--- src/dram_strobe_pkg.sv ---
// Constants and types for the DRAM address and strobe driver
package dram_strobe_pkg;
	localparam int ADDR_W = 9;
	localparam int BANKS = 4;
	localparam int MODE_W = 3;
	localparam logic [2:0] MODE_EXT_REFRESH = 3'h0;
	localparam logic [2:0] MODE_AUTO_REFRESH = 3'h1;
	localparam logic [2:0] MODE_BURST_REFRESH = 3'h2;
	localparam logic [2:0] MODE_ALL_BANK = 3'h3;
	localparam logic [2:0] MODE_EXT_ACCESS = 3'h4;
	localparam logic [2:0] MODE_AUTO_ACCESS = 3'h5;
	localparam logic [2:0] MODE_AUTO_ACCESS_SLOW = 3'h6;
	localparam logic [2:0] MODE_SET_EOC = 3'h7;
	localparam logic [1:0] EOC_SEL_127 = 2'h0;
	localparam logic [1:0] EOC_SEL_255 = 2'h1;
	localparam logic [1:0] EOC_SEL_511 = 2'h2;
	localparam logic [1:0] EOC_RESET = EOC_SEL_127;
	localparam logic [8:0] EOC_127 = 9'h07F;
	localparam logic [8:0] EOC_255 = 9'h0FF;
	localparam logic [8:0] EOC_511 = 9'h1FF;
	localparam logic [8:0] COUNT_RESET = 9'h000;
	localparam int CLK_PERIOD_PS = 5000;
	localparam int REENABLE_NS = 50;
	localparam int REENABLE_CYC = (REENABLE_NS * 1000) / CLK_PERIOD_PS;
	localparam logic [3:0] REENABLE_CNT = 4'(REENABLE_CYC);
	localparam int PRECHARGE_NS = 5;
	localparam int PRECHARGE_CYC = (PRECHARGE_NS * 1000 + CLK_PERIOD_PS - 1) / CLK_PERIOD_PS;
	localparam logic [3:0] PRECHARGE_CNT = 4'(PRECHARGE_CYC);
	localparam logic [1:0] INIT_CNT = 2'h3;
	typedef enum logic [1:0] {
		SRC_ROW,
		SRC_COL,
		SRC_COUNT
	} addr_src_type;
	typedef enum {
		OUT_INIT,
		OUT_ACTIVE,
		OUT_PULLUP,
		OUT_FLOAT,
		OUT_REENABLE
	} out_state_type;
endpackage

--- src/dram_address_strobe_driver.sv ---
// Address multiplexer, strobe driver and refresh counter for four DRAM banks
// How it works
// - Address outputs come from row latch, column latch or refresh counter.
// - Refresh select high strobes decoded bank; low strobes all four banks.
// - Auto-refresh mode uses row/column pin as refresh clock, else selects latch.
// - Column strobe input gates column strobe in modes 3,4, extends it in mode 6; else unused.
// - Latches pass through while latch strobe high, hold after it falls.
// - Device select high floats addresses, drives controls high then weak high.
// - Outputs drive again about 50 ns after device select returns low.
// - Count flag pin pulled low externally clears the refresh counter.
// - Flag low at end-of-count in modes 0,2; refresh request in mode 1.
// - Write strobe output is a buffered copy of write request input.
// - Modes 5,6 drop column strobe once column address is presented.
// - Modes 3b,4 drop column strobe once both row/column and column strobe input are low.
// - Column strobe stays high during every refresh cycle.
// - Bank select latched with addresses; decoded for row strobes; sets end-of-count.
// - Refresh counter always counts to 511 then wraps to zero.
// - Access starts with strobes high; latched row address then appears.
// - Reset clears counter and control state, end-of-count to 127.
// - During initialization controls held high and addresses floating.
// - Modes 0 and 4 take strobe timing directly from system inputs.
// - Mode 1 raises forced refresh request when no hidden refresh occurred.
`timescale 1ns/10ps
module dram_address_strobe_driver
	import dram_strobe_pkg::*;
(
	input  wire logic                ref_clk_i,
	input  wire logic                reset_n_i,
	input  wire logic [ADDR_W-1:0]   row_addr_in_i,
	input  wire logic [ADDR_W-1:0]   col_addr_in_i,
	input  wire logic [1:0]          bank_select_i,
	input  wire logic                address_latch_strobe_i,
	input  wire logic                device_select_n_i,
	input  wire logic                row_strobe_in_n_i,
	input  wire logic                row_column_select_i,
	input  wire logic                column_strobe_in_n_i,
	input  wire logic [MODE_W-1:0]   mode_select_bits_i,
	input  wire logic                write_request_in_n_i,
	input  wire logic                count_flag_io_i,
	output logic                     count_flag_io_o,
	output logic                     count_flag_io_oe_o,
	output logic [ADDR_W-1:0]        muxed_addr_out_o,
	output logic                     muxed_addr_out_oe_o,
	output logic [BANKS-1:0]         row_strobe_out_n_o,
	output logic                     column_strobe_out_n_o,
	output logic                     write_strobe_out_n_o,
	output logic                     control_out_oe_o
);
	localparam int SYNC_W = 2 * ADDR_W + 2 + 1 + 1 + 1 + 1 + 1 + MODE_W + 1 + 1;
	// Idle pin levels, so no false edge follows reset
	localparam logic [SYNC_W-1:0] SYNC_IDLE = {{(2 * ADDR_W + 2){1'b0}}, 2'h0, 3'h7,
		MODE_EXT_ACCESS, 2'h3};

	typedef struct packed {
		logic [SYNC_W-1:0] sync1;
		logic [SYNC_W-1:0] sync2;
		logic              prev_refresh_select;
		logic              prev_row_strobe_in;
		logic              prev_rc;
		logic [ADDR_W-1:0] row_latch;
		logic [ADDR_W-1:0] col_latch;
		logic [1:0]        bank_latch;
		logic [ADDR_W-1:0] count;
		logic [1:0]        eoc_sel;
		logic              hidden_done;
		logic              refresh_req;
		out_state_type     out_state;
		logic [3:0]        timer;
		logic [1:0]        init_timer;
		logic [ADDR_W-1:0] addr_out;
		logic              addr_oe;
		logic [BANKS-1:0]  ras_n;
		logic              cas_n;
		logic              we_n;
		logic              ctrl_oe;
		logic              flag_oe;
		logic [1:0]        flag_hist;
		logic [3:0]        reen_wait;
	} state_type;

	state_type cur;
	state_type next_cur;

	logic [SYNC_W-1:0] pins;
	assign pins = {row_addr_in_i, col_addr_in_i, bank_select_i, address_latch_strobe_i,
		device_select_n_i, row_strobe_in_n_i, row_column_select_i, column_strobe_in_n_i,
		mode_select_bits_i, write_request_in_n_i, count_flag_io_i};

	logic [ADDR_W-1:0] s_row;
	logic [ADDR_W-1:0] s_col;
	logic [1:0]        s_bank;
	logic              s_ads;
	logic              s_cs_n;
	logic              s_row_strobe_in_n;
	logic              s_rc;
	logic              s_column_strobe_in_n;
	logic [2:0]        s_mode;
	logic              s_win_n;
	logic              s_flag;
	assign {s_row, s_col, s_bank, s_ads, s_cs_n, s_row_strobe_in_n, s_rc, s_column_strobe_in_n, s_mode, s_win_n,
		s_flag} = cur.sync2;

	logic              refresh_select;
	logic              refresh_mode;
	logic              refreshing;
	logic [ADDR_W-1:0] eoc_value;
	logic              at_eoc;
	addr_src_type      src;
	logic [BANKS-1:0]  bank_dec;
	logic              cas_low;

	always_comb begin
		next_cur = cur;
		// Two-flop synchroniser on every pin input
		next_cur.sync1 = pins;
		next_cur.sync2 = cur.sync1;
		next_cur.prev_refresh_select = s_mode[2];
		next_cur.prev_row_strobe_in = s_row_strobe_in_n;
		next_cur.prev_rc = s_rc;
		next_cur.flag_hist = {cur.flag_hist[0], cur.flag_oe};
		next_cur.reen_wait = (cur.out_state == OUT_REENABLE) ? cur.reen_wait + 4'h1 : 4'h0;
		refresh_select = s_mode[2];
		refresh_mode = (s_mode == MODE_EXT_REFRESH) || (s_mode == MODE_AUTO_REFRESH)
			|| (s_mode == MODE_BURST_REFRESH);
		refreshing = !refresh_select && !s_row_strobe_in_n;

		// Fall-through latches; hold once strobe is low
		if (s_ads) begin
			next_cur.row_latch = s_row;
			next_cur.col_latch = s_col;
			next_cur.bank_latch = s_bank;
		end

		// Setup mode loads end-of-count from bank inputs
		if (s_mode == MODE_SET_EOC) begin
			next_cur.eoc_sel = s_bank;
		end
		unique case (cur.eoc_sel)
			EOC_SEL_127: eoc_value = EOC_127;
			EOC_SEL_255: eoc_value = EOC_255;
			default: eoc_value = EOC_511;
		endcase
		at_eoc = (cur.count == eoc_value);

		// Counter counts freely to 511 then wraps
		if ((s_row_strobe_in_n && !cur.prev_row_strobe_in && !refresh_select) || (refresh_select && !cur.prev_refresh_select && !s_row_strobe_in_n)) begin
			next_cur.count = cur.count + 9'h001;
		end
		// External low on flag pin clears counter
		// Own flag echoes back through the synchroniser; mask it
		if (!s_flag && !cur.flag_oe && cur.flag_hist == 2'h0) begin
			next_cur.count = COUNT_RESET;
		end

		// Hidden refresh tracking against refresh clock
		if (s_mode == MODE_AUTO_ACCESS && s_rc && s_cs_n && !s_row_strobe_in_n) begin
			next_cur.hidden_done = 1'b1;
		end
		if (s_mode == MODE_AUTO_REFRESH && refreshing) begin
			next_cur.hidden_done = 1'b1;
			next_cur.refresh_req = 1'b0;
		end
		if (!s_rc && cur.prev_rc) begin
			next_cur.refresh_req = !cur.hidden_done;
			next_cur.hidden_done = 1'b0;
		end

		// Address source selection
		if (refresh_mode && !refresh_select) begin
			src = SRC_COUNT;
		end else if (s_mode != MODE_AUTO_REFRESH && !s_rc) begin
			src = SRC_COL;
		end else begin
			src = SRC_ROW;
		end
		unique case (src)
			SRC_ROW: next_cur.addr_out = cur.row_latch;
			SRC_COL: next_cur.addr_out = cur.col_latch;
			default: next_cur.addr_out = cur.count;
		endcase

		// Row strobes: decoded bank or all banks
		bank_dec = 4'h1 << cur.bank_latch;
		if (s_row_strobe_in_n) begin
			next_cur.ras_n = 4'hF;
		end else if (refresh_select) begin
			next_cur.ras_n = ~bank_dec;
		end else begin
			next_cur.ras_n = 4'h0;
		end

		// Column strobe generation
		cas_low = 1'b0;
		unique case (s_mode)
			MODE_AUTO_ACCESS: cas_low = !s_row_strobe_in_n && (src == SRC_COL);
			MODE_AUTO_ACCESS_SLOW: cas_low = (!s_row_strobe_in_n && (src == SRC_COL))
				|| (!s_column_strobe_in_n && !cur.cas_n);
			MODE_EXT_ACCESS: cas_low = !s_rc && !s_column_strobe_in_n;
			MODE_ALL_BANK: cas_low = !s_rc && !s_column_strobe_in_n;
			default: cas_low = 1'b0;
		endcase
		next_cur.cas_n = !cas_low;

		// Write strobe follows write request
		next_cur.we_n = s_win_n;

		// Flag pin drive
		if ((s_mode == MODE_EXT_REFRESH && refreshing && at_eoc)
			|| (s_mode == MODE_BURST_REFRESH && at_eoc)
			|| (s_mode == MODE_AUTO_REFRESH && cur.refresh_req)) begin
			next_cur.flag_oe = 1'b1;
		end else begin
			next_cur.flag_oe = 1'b0;
		end

		// Output enable sequencing on device select
		unique case (cur.out_state)
			OUT_INIT: begin
				next_cur.addr_oe = 1'b0;
				next_cur.ctrl_oe = 1'b1;
				next_cur.ras_n = 4'hF;
				next_cur.cas_n = 1'b1;
				next_cur.we_n = 1'b1;
				next_cur.init_timer = cur.init_timer + 2'h1;
				if (cur.init_timer == INIT_CNT) begin
					next_cur.out_state = OUT_ACTIVE;
				end
			end
			OUT_ACTIVE: begin
				next_cur.addr_oe = 1'b1;
				next_cur.ctrl_oe = 1'b1;
				if (s_cs_n && !refreshing) begin
					next_cur.out_state = OUT_PULLUP;
					next_cur.timer = 4'h0;
					next_cur.addr_oe = 1'b0;
				end
			end
			OUT_PULLUP: begin
				next_cur.addr_oe = 1'b0;
				next_cur.ctrl_oe = 1'b1;
				next_cur.ras_n = 4'hF;
				next_cur.cas_n = 1'b1;
				next_cur.we_n = 1'b1;
				next_cur.timer = cur.timer + 4'h1;
				if (cur.timer + 4'h1 >= PRECHARGE_CNT) begin
					next_cur.out_state = OUT_FLOAT;
				end
			end
			OUT_FLOAT: begin
				next_cur.addr_oe = 1'b0;
				next_cur.ctrl_oe = 1'b0;
				next_cur.ras_n = 4'hF;
				next_cur.cas_n = 1'b1;
				next_cur.we_n = 1'b1;
				if (!s_cs_n || refreshing) begin
					next_cur.out_state = refreshing ? OUT_ACTIVE : OUT_REENABLE;
					next_cur.timer = 4'h0;
				end
			end
			OUT_REENABLE: begin
				next_cur.addr_oe = 1'b0;
				next_cur.ctrl_oe = 1'b0;
				next_cur.ras_n = 4'hF;
				next_cur.cas_n = 1'b1;
				next_cur.we_n = 1'b1;
				next_cur.timer = cur.timer + 4'h1;
				if (s_cs_n) begin
					next_cur.out_state = OUT_FLOAT;
				end else if (cur.timer + 4'h1 >= REENABLE_CNT) begin
					next_cur.out_state = OUT_ACTIVE;
				end
			end
		endcase
	end

	// Reset clears counter and control state, end-of-count 127
	always_ff @(posedge ref_clk_i or negedge reset_n_i) begin
		if (!reset_n_i) begin
			cur <= '0;
			cur.sync1 <= SYNC_IDLE;
			cur.sync2 <= SYNC_IDLE;
			cur.eoc_sel <= EOC_RESET;
			cur.count <= COUNT_RESET;
			cur.out_state <= OUT_INIT;
			cur.ras_n <= 4'hF;
			cur.cas_n <= 1'b1;
			cur.we_n <= 1'b1;
			cur.ctrl_oe <= 1'b1;
			cur.prev_row_strobe_in <= 1'b1;
			cur.prev_refresh_select <= 1'b1;
			cur.prev_rc <= 1'b1;
		end else begin
			cur <= next_cur;
		end
	end

	assign muxed_addr_out_o = cur.addr_out;
	assign muxed_addr_out_oe_o = cur.addr_oe;
	assign row_strobe_out_n_o = cur.ras_n;
	assign column_strobe_out_n_o = cur.cas_n;
	assign write_strobe_out_n_o = cur.we_n;
	assign control_out_oe_o = cur.ctrl_oe;
	assign count_flag_io_o = 1'b0;
	assign count_flag_io_oe_o = cur.flag_oe;

	counter_wrap_a: assert property (@(posedge ref_clk_i) disable iff (!reset_n_i)
		(cur.count == EOC_511 && next_cur.count != EOC_511 && s_flag) |=> cur.count == 9'h000)
		else $error("Refresh counter did not wrap to zero");
	cas_refresh_a: assert property (@(posedge ref_clk_i) disable iff (!reset_n_i)
		refresh_mode |=> cur.cas_n)
		else $error("Column strobe low during refresh");
	we_follow_a: assert property (@(posedge ref_clk_i) disable iff (!reset_n_i)
		(cur.out_state == OUT_ACTIVE && $stable(cur.out_state)) |=> cur.we_n == $past(s_win_n))
		else $error("Write strobe not following request");
	ras_all_a: assert property (@(posedge ref_clk_i) disable iff (!reset_n_i)
		(cur.out_state == OUT_ACTIVE && !refresh_select && !s_row_strobe_in_n) |=> cur.ras_n == 4'h0)
		else $error("All row strobes not asserted in refresh");
	ras_one_a: assert property (@(posedge ref_clk_i) disable iff (!reset_n_i)
		(cur.out_state == OUT_ACTIVE && refresh_select && !s_row_strobe_in_n) |=> $countones(~cur.ras_n) == 1)
		else $error("More than one bank strobed");
	flag_clear_a: assert property (@(posedge ref_clk_i) disable iff (!reset_n_i)
		(!s_flag && !cur.flag_oe && cur.flag_hist == 2'h0) |=> cur.count == 9'h000)
		else $error("External flag low did not clear counter");
	float_addr_a: assert property (@(posedge ref_clk_i) disable iff (!reset_n_i)
		(cur.out_state == OUT_FLOAT) |=> !cur.addr_oe && !cur.ctrl_oe && cur.cas_n)
		else $error("Outputs driven while deselected");
	reenable_a: assert property (@(posedge ref_clk_i) disable iff (!reset_n_i)
		(cur.out_state == OUT_ACTIVE && $past(cur.out_state) == OUT_REENABLE) |-> cur.reen_wait >= REENABLE_CNT)
		else $error("Outputs re-enabled too early");
	latch_hold_a: assert property (@(posedge ref_clk_i) disable iff (!reset_n_i)
		!s_ads |=> $stable(cur.row_latch) && $stable(cur.col_latch))
		else $error("Latch changed while strobe low");
	init_a: assert property (@(posedge ref_clk_i) disable iff (!reset_n_i)
		(cur.out_state == OUT_INIT) |-> !cur.addr_oe && cur.ras_n == 4'hF)
		else $error("Outputs active during initialization");

	refresh_c: cover property (@(posedge ref_clk_i) disable iff (!reset_n_i)
		s_mode == MODE_EXT_REFRESH && refreshing && at_eoc);
	access_c: cover property (@(posedge ref_clk_i) disable iff (!reset_n_i)
		s_mode == MODE_EXT_ACCESS && !cur.cas_n);
	deselect_c: cover property (@(posedge ref_clk_i) disable iff (!reset_n_i)
		cur.out_state == OUT_REENABLE ##1 cur.out_state == OUT_ACTIVE);
	request_c: cover property (@(posedge ref_clk_i) disable iff (!reset_n_i)
		cur.refresh_req && s_mode == MODE_AUTO_REFRESH);
endmodule // dram_address_strobe_driver

--- config.mk ---
export PLATFORM = sky130hd
export DESIGN_NAME = dram_address_strobe_driver
export DESIGN_NICKNAME = d
export VERILOG_FILES = /design/src/dram_strobe_pkg.sv /design/src/dram_address_strobe_driver.sv
export SDC_FILE = /design/constraint.sdc
export NUM_CORES = 1
export LEC_CHECK = 0
export BUFFER_PORTS_ARGS = -buffer_cell sky130_fd_sc_hd__buf_2
export CELL_PAD_IN_SITES_DETAIL_PLACEMENT = 2
export CELL_PAD_IN_SITES_GLOBAL_PLACEMENT = 2
export CORE_MARGIN = 2
export CORE_UTILIZATION = 24
export CTS_BUF_LIST = sky130_fd_sc_hd__clkbuf_4 sky130_fd_sc_hd__clkbuf_8
export CTS_CLUSTER_DIAMETER = 80
export DETAILED_ROUTE_END_ITERATION = 7
export PLACE_DENSITY = 0.54
export SETUP_SLACK_MARGIN = 0.02
export SLEW_MARGIN = 20
export SYNTH_ARGS = -nofsm -noshare
export SYNTH_HDL_FRONTEND = slang
export SYNTH_SLANG_ARGS = --single-unit
--- constraint.sdc ---
create_clock -name ref_clk_i -period 2 [get_ports ref_clk_i]
set_clock_uncertainty 0.1 [all_clocks]
set_input_delay 0.4 -clock ref_clk_i [delete_from_list [all_inputs] [get_ports ref_clk_i]]
set_output_delay 0.4 -clock ref_clk_i [all_outputs]
set_load 0.02 [all_outputs]
==> results.md <==
- Placer Congestion: 0.761
- Detailed Route Iter0 Violations: 89
- Pin count of the biggest net entering global routing: 66
- Fill cells: 2,040
- Fin crit period: 1.78 ns
- Fin area: 5890 sq um
- Core ar.: 18,900 sq um
- Status: finished, final reports clean
- Fin nets: 470
- FF+latch count, synth: 125
- Final hold vios: 0
- Slew margin rel.: 0.646
- H-tree levels: 4
- Fmax: 561 MHz
- CTS Buf Count: 17
- Cells after Synth: 347
- DP Area: 5190 sq um
- Post-synth top area share: 0.553
- RR Startpoint: cur[105]
- # resized after CTS: 0
- Reg2Reg Depth: 4
- Die Area: 20,600 sq um
- # rows: 50
- Share of async-settable or async-resettable flops after synthesis: 1.00
- Total GRT Usage: 0.109
- Setup CP Type: register to register
- Seq/Total Area, Yosys: 0.677
- Die height: 143 microns
- Initial antenna violation count: 0
- Worst setup endpoint: cur[27]
- Mapped Area: 4660 sq um
- R2R Path End: cur[27]
- First drt pass iteration count: 4
- Finish-stage setup viols: 0
- Syn Nets: 384
- Layout cells sized above 1: 0.323
- Clk_lat worst skew: 0.43 ns
- First-pass GRT wire length: 17.1 mm
- CP Capture Type: register
- Worst-Margin Slew: 0.529 ns
- Seq. cell area: 3160 sq um
- Area of the multi-input gates: 1320 sq um
- Yosys cell types: 53
- WP data required: 2.22 ns
- Clock tree from TritonCTS: done
- Final routed DRC violation total: 0
- Final critical-path setup slack: 0.218 ns
- Clk slew on worst S/H paths: 0.07 ns
- Antenna Cells: 0
- P per Cell Area: 1050 nW/um^2
- Vias per Instance: 4.12
- Hpwl dp: 6.70 mm
- I/O pins: 51
- CP startpoint kind: register
- Max Cap Viol: 0
- Avg Inst Size Synth: 13.4 sq um
- Synthesis-to-finish area growth: 26.3%
- Post-synth EDFFs: 0
- Synth Flop Type: dfrtp_1
- IO Port Bufs: 49
- Worst vdd ir: 0.000366 V
- Vias in the first global route: 3,366
- Unrepaired setup endpoints after global routing: false
- Syn. warnings: 0
- LEAKAGE: 2.57 nW
- Grt ovf: 0
- Root Driver: clkbuf_8
- Worst Hold Class: primary input to async pin
- Die W: 143 microns
- Fin. max-slew vios: 0
- ANT nets after route: 0
- Crit Path Max Fanout: 12
- Sink Count: 125
- Synth area leader: dfrtp_1
- Clock tree buffer depth: 2
- Routed WL per cell: 14.2 microns
- Routed WL: 9.99 mm
- Via count of the routed design: 2,909
- Top post-synthesis cells by area: dfrtp_1 55%, dfstp_2 12%, mux2_2 5.1%, o21ai_0 2.6%, buf_4 2.4%
- R2R Setup Slk: 0.22 ns
- Initial core utilization: 0.247
- Setup_tns: 0 ns
- CP arrival: 2.00 ns
- Crit path from: cur[105]
- Final worst-path cycle share: 0.891
- Placement Setup Slack: 0.221 ns
==> sequential cells by signal, summed over array words and instances (netlist names) <==
register and cells:
column_strobe_out_n_o 1, control_out_oe_o 1, count_flag_io_oe_o 1, cur 107, muxed_addr_out_o 9, muxed_addr_out_oe_o 1
row_strobe_out_n_o 4, write_strobe_out_n_o 1
==> worst min-delay path by stage <==
stage / slack [ns] / endpoint / cells past startpoint
after global placement: 0.11 / cur[154] / 1
after CTS: 0.18 / cur[154] / 2
after detailed placement: 0.11 / cur[154] / 1
final: 0.24 / cur[145] / 2
after global routing: 0.21 / cur[145] / 2
after floorplan: 0.004 / count_flag_io_oe_o / 0
==> final cells by class <==
type,count,area share
Clock buffer,26,0.0544
Clock inverter,6,0.0108
Inverter,9,0.00574
Multi-Input combinational cell,188,0.224
Sequential cell,125,0.536
Tap cell,260,0.0552
Timing Repair Buffer,92,0.114
==> critical path, cell delays in order, from the launching register on <==
cell	delay, ns
dfstp_2	0.67
o21ai_2	0.13
or2_4	0.27
and3_1	0.18
o311a_1	0.31
==> cell usage in the layout, fill, tap and decap left out, types with 5 or more instances in the layout <==
master / netlist / routed
dfrtp_1: 103 / 103
buf_2: 5 / 48
dlygate4sd3_1: 0 / 31
nand2_1: 25 / 25
o21ai_0: 24 / 24
dfstp_2: 22 / 22
mux2_2: 21 / 21
clkbuf_8: 0 / 20
nor2_1: 17 / 17
a21oi_1: 11 / 11
mux2i_1: 11 / 11
buf_4: 15 / 11
xor2_1: 9 / 9
inv_1: 7 / 7
clkbuf_4: 0 / 6
nand2b_1: 5 / 5
and3_1: 5 / 5
o211ai_1: 5 / 5
ha_1: 5 / 5
==> report_power, final <==
part	total (mW)	switching, mW	leakage [nW]	internal, mW
logic	1.06	0.581	0.894	0.480
registers	3.01	0.194	1.48	2.81
clock network	2.11	0.950	0.198	1.16
==> metal layers <==
layer	up-vias	track usage	share of wire	wire [microns]
met3	14	0.0290	0.026	255
met2	41	0.185	0.52	5190
met4	0	0.0526	0.019	191
met1	1497	0.128	0.44	4360
met5	-	0	0	0
li1	1357	-	-	-
==> repair_timing <==
item	CTS	global route
hold buffers	31	0
setup buffers	0	0
endpoints found under the hold margin	133	0
==> kinds of logic (layout without fill, tap and decap cells) <==
group | after synthesis | in the layout | synth area share
compound gates | 65 | 65 | 0.0886
xor+xnor | 12 | 12 | 0.0225
fa+ha+maj | 5 | 5 | 0.0134
buf+inv | 34 | 133 | 0.0408
flops | 125 | 125 | 0.677
mux | 32 | 32 | 0.0743
other cells | 1 | 1 | 0.000804
simple gates | 73 | 73 | 0.0827
==> metrics by stage <==
step,hold slack [ns],util,cells,power (mW)
after floorplan,0.00441,-,347,3.69
after global placement,0.111,0.275,643,4.05
after detailed placement,0.113,0.275,643,4.10
after CTS,0.175,0.312,706,6.33
after global routing,0.212,0.312,706,6.57
final,0.238,0.312,706,6.18
==> synth_stat cells, types with 5 or more instances <==
cell and instances:
buf_2 5, inv_1 7, mux2_2 21, nand2b_1 5, xor2_1 9, dfrtp_1 103
mux2i_1 11, ha_1 5, nor2_1 17, nand2_1 25, dfstp_2 22, o21ai_0 24
o211ai_1 5, and3_1 5, a21oi_1 11, buf_4 15
Power figures use the tool's default switching activity.
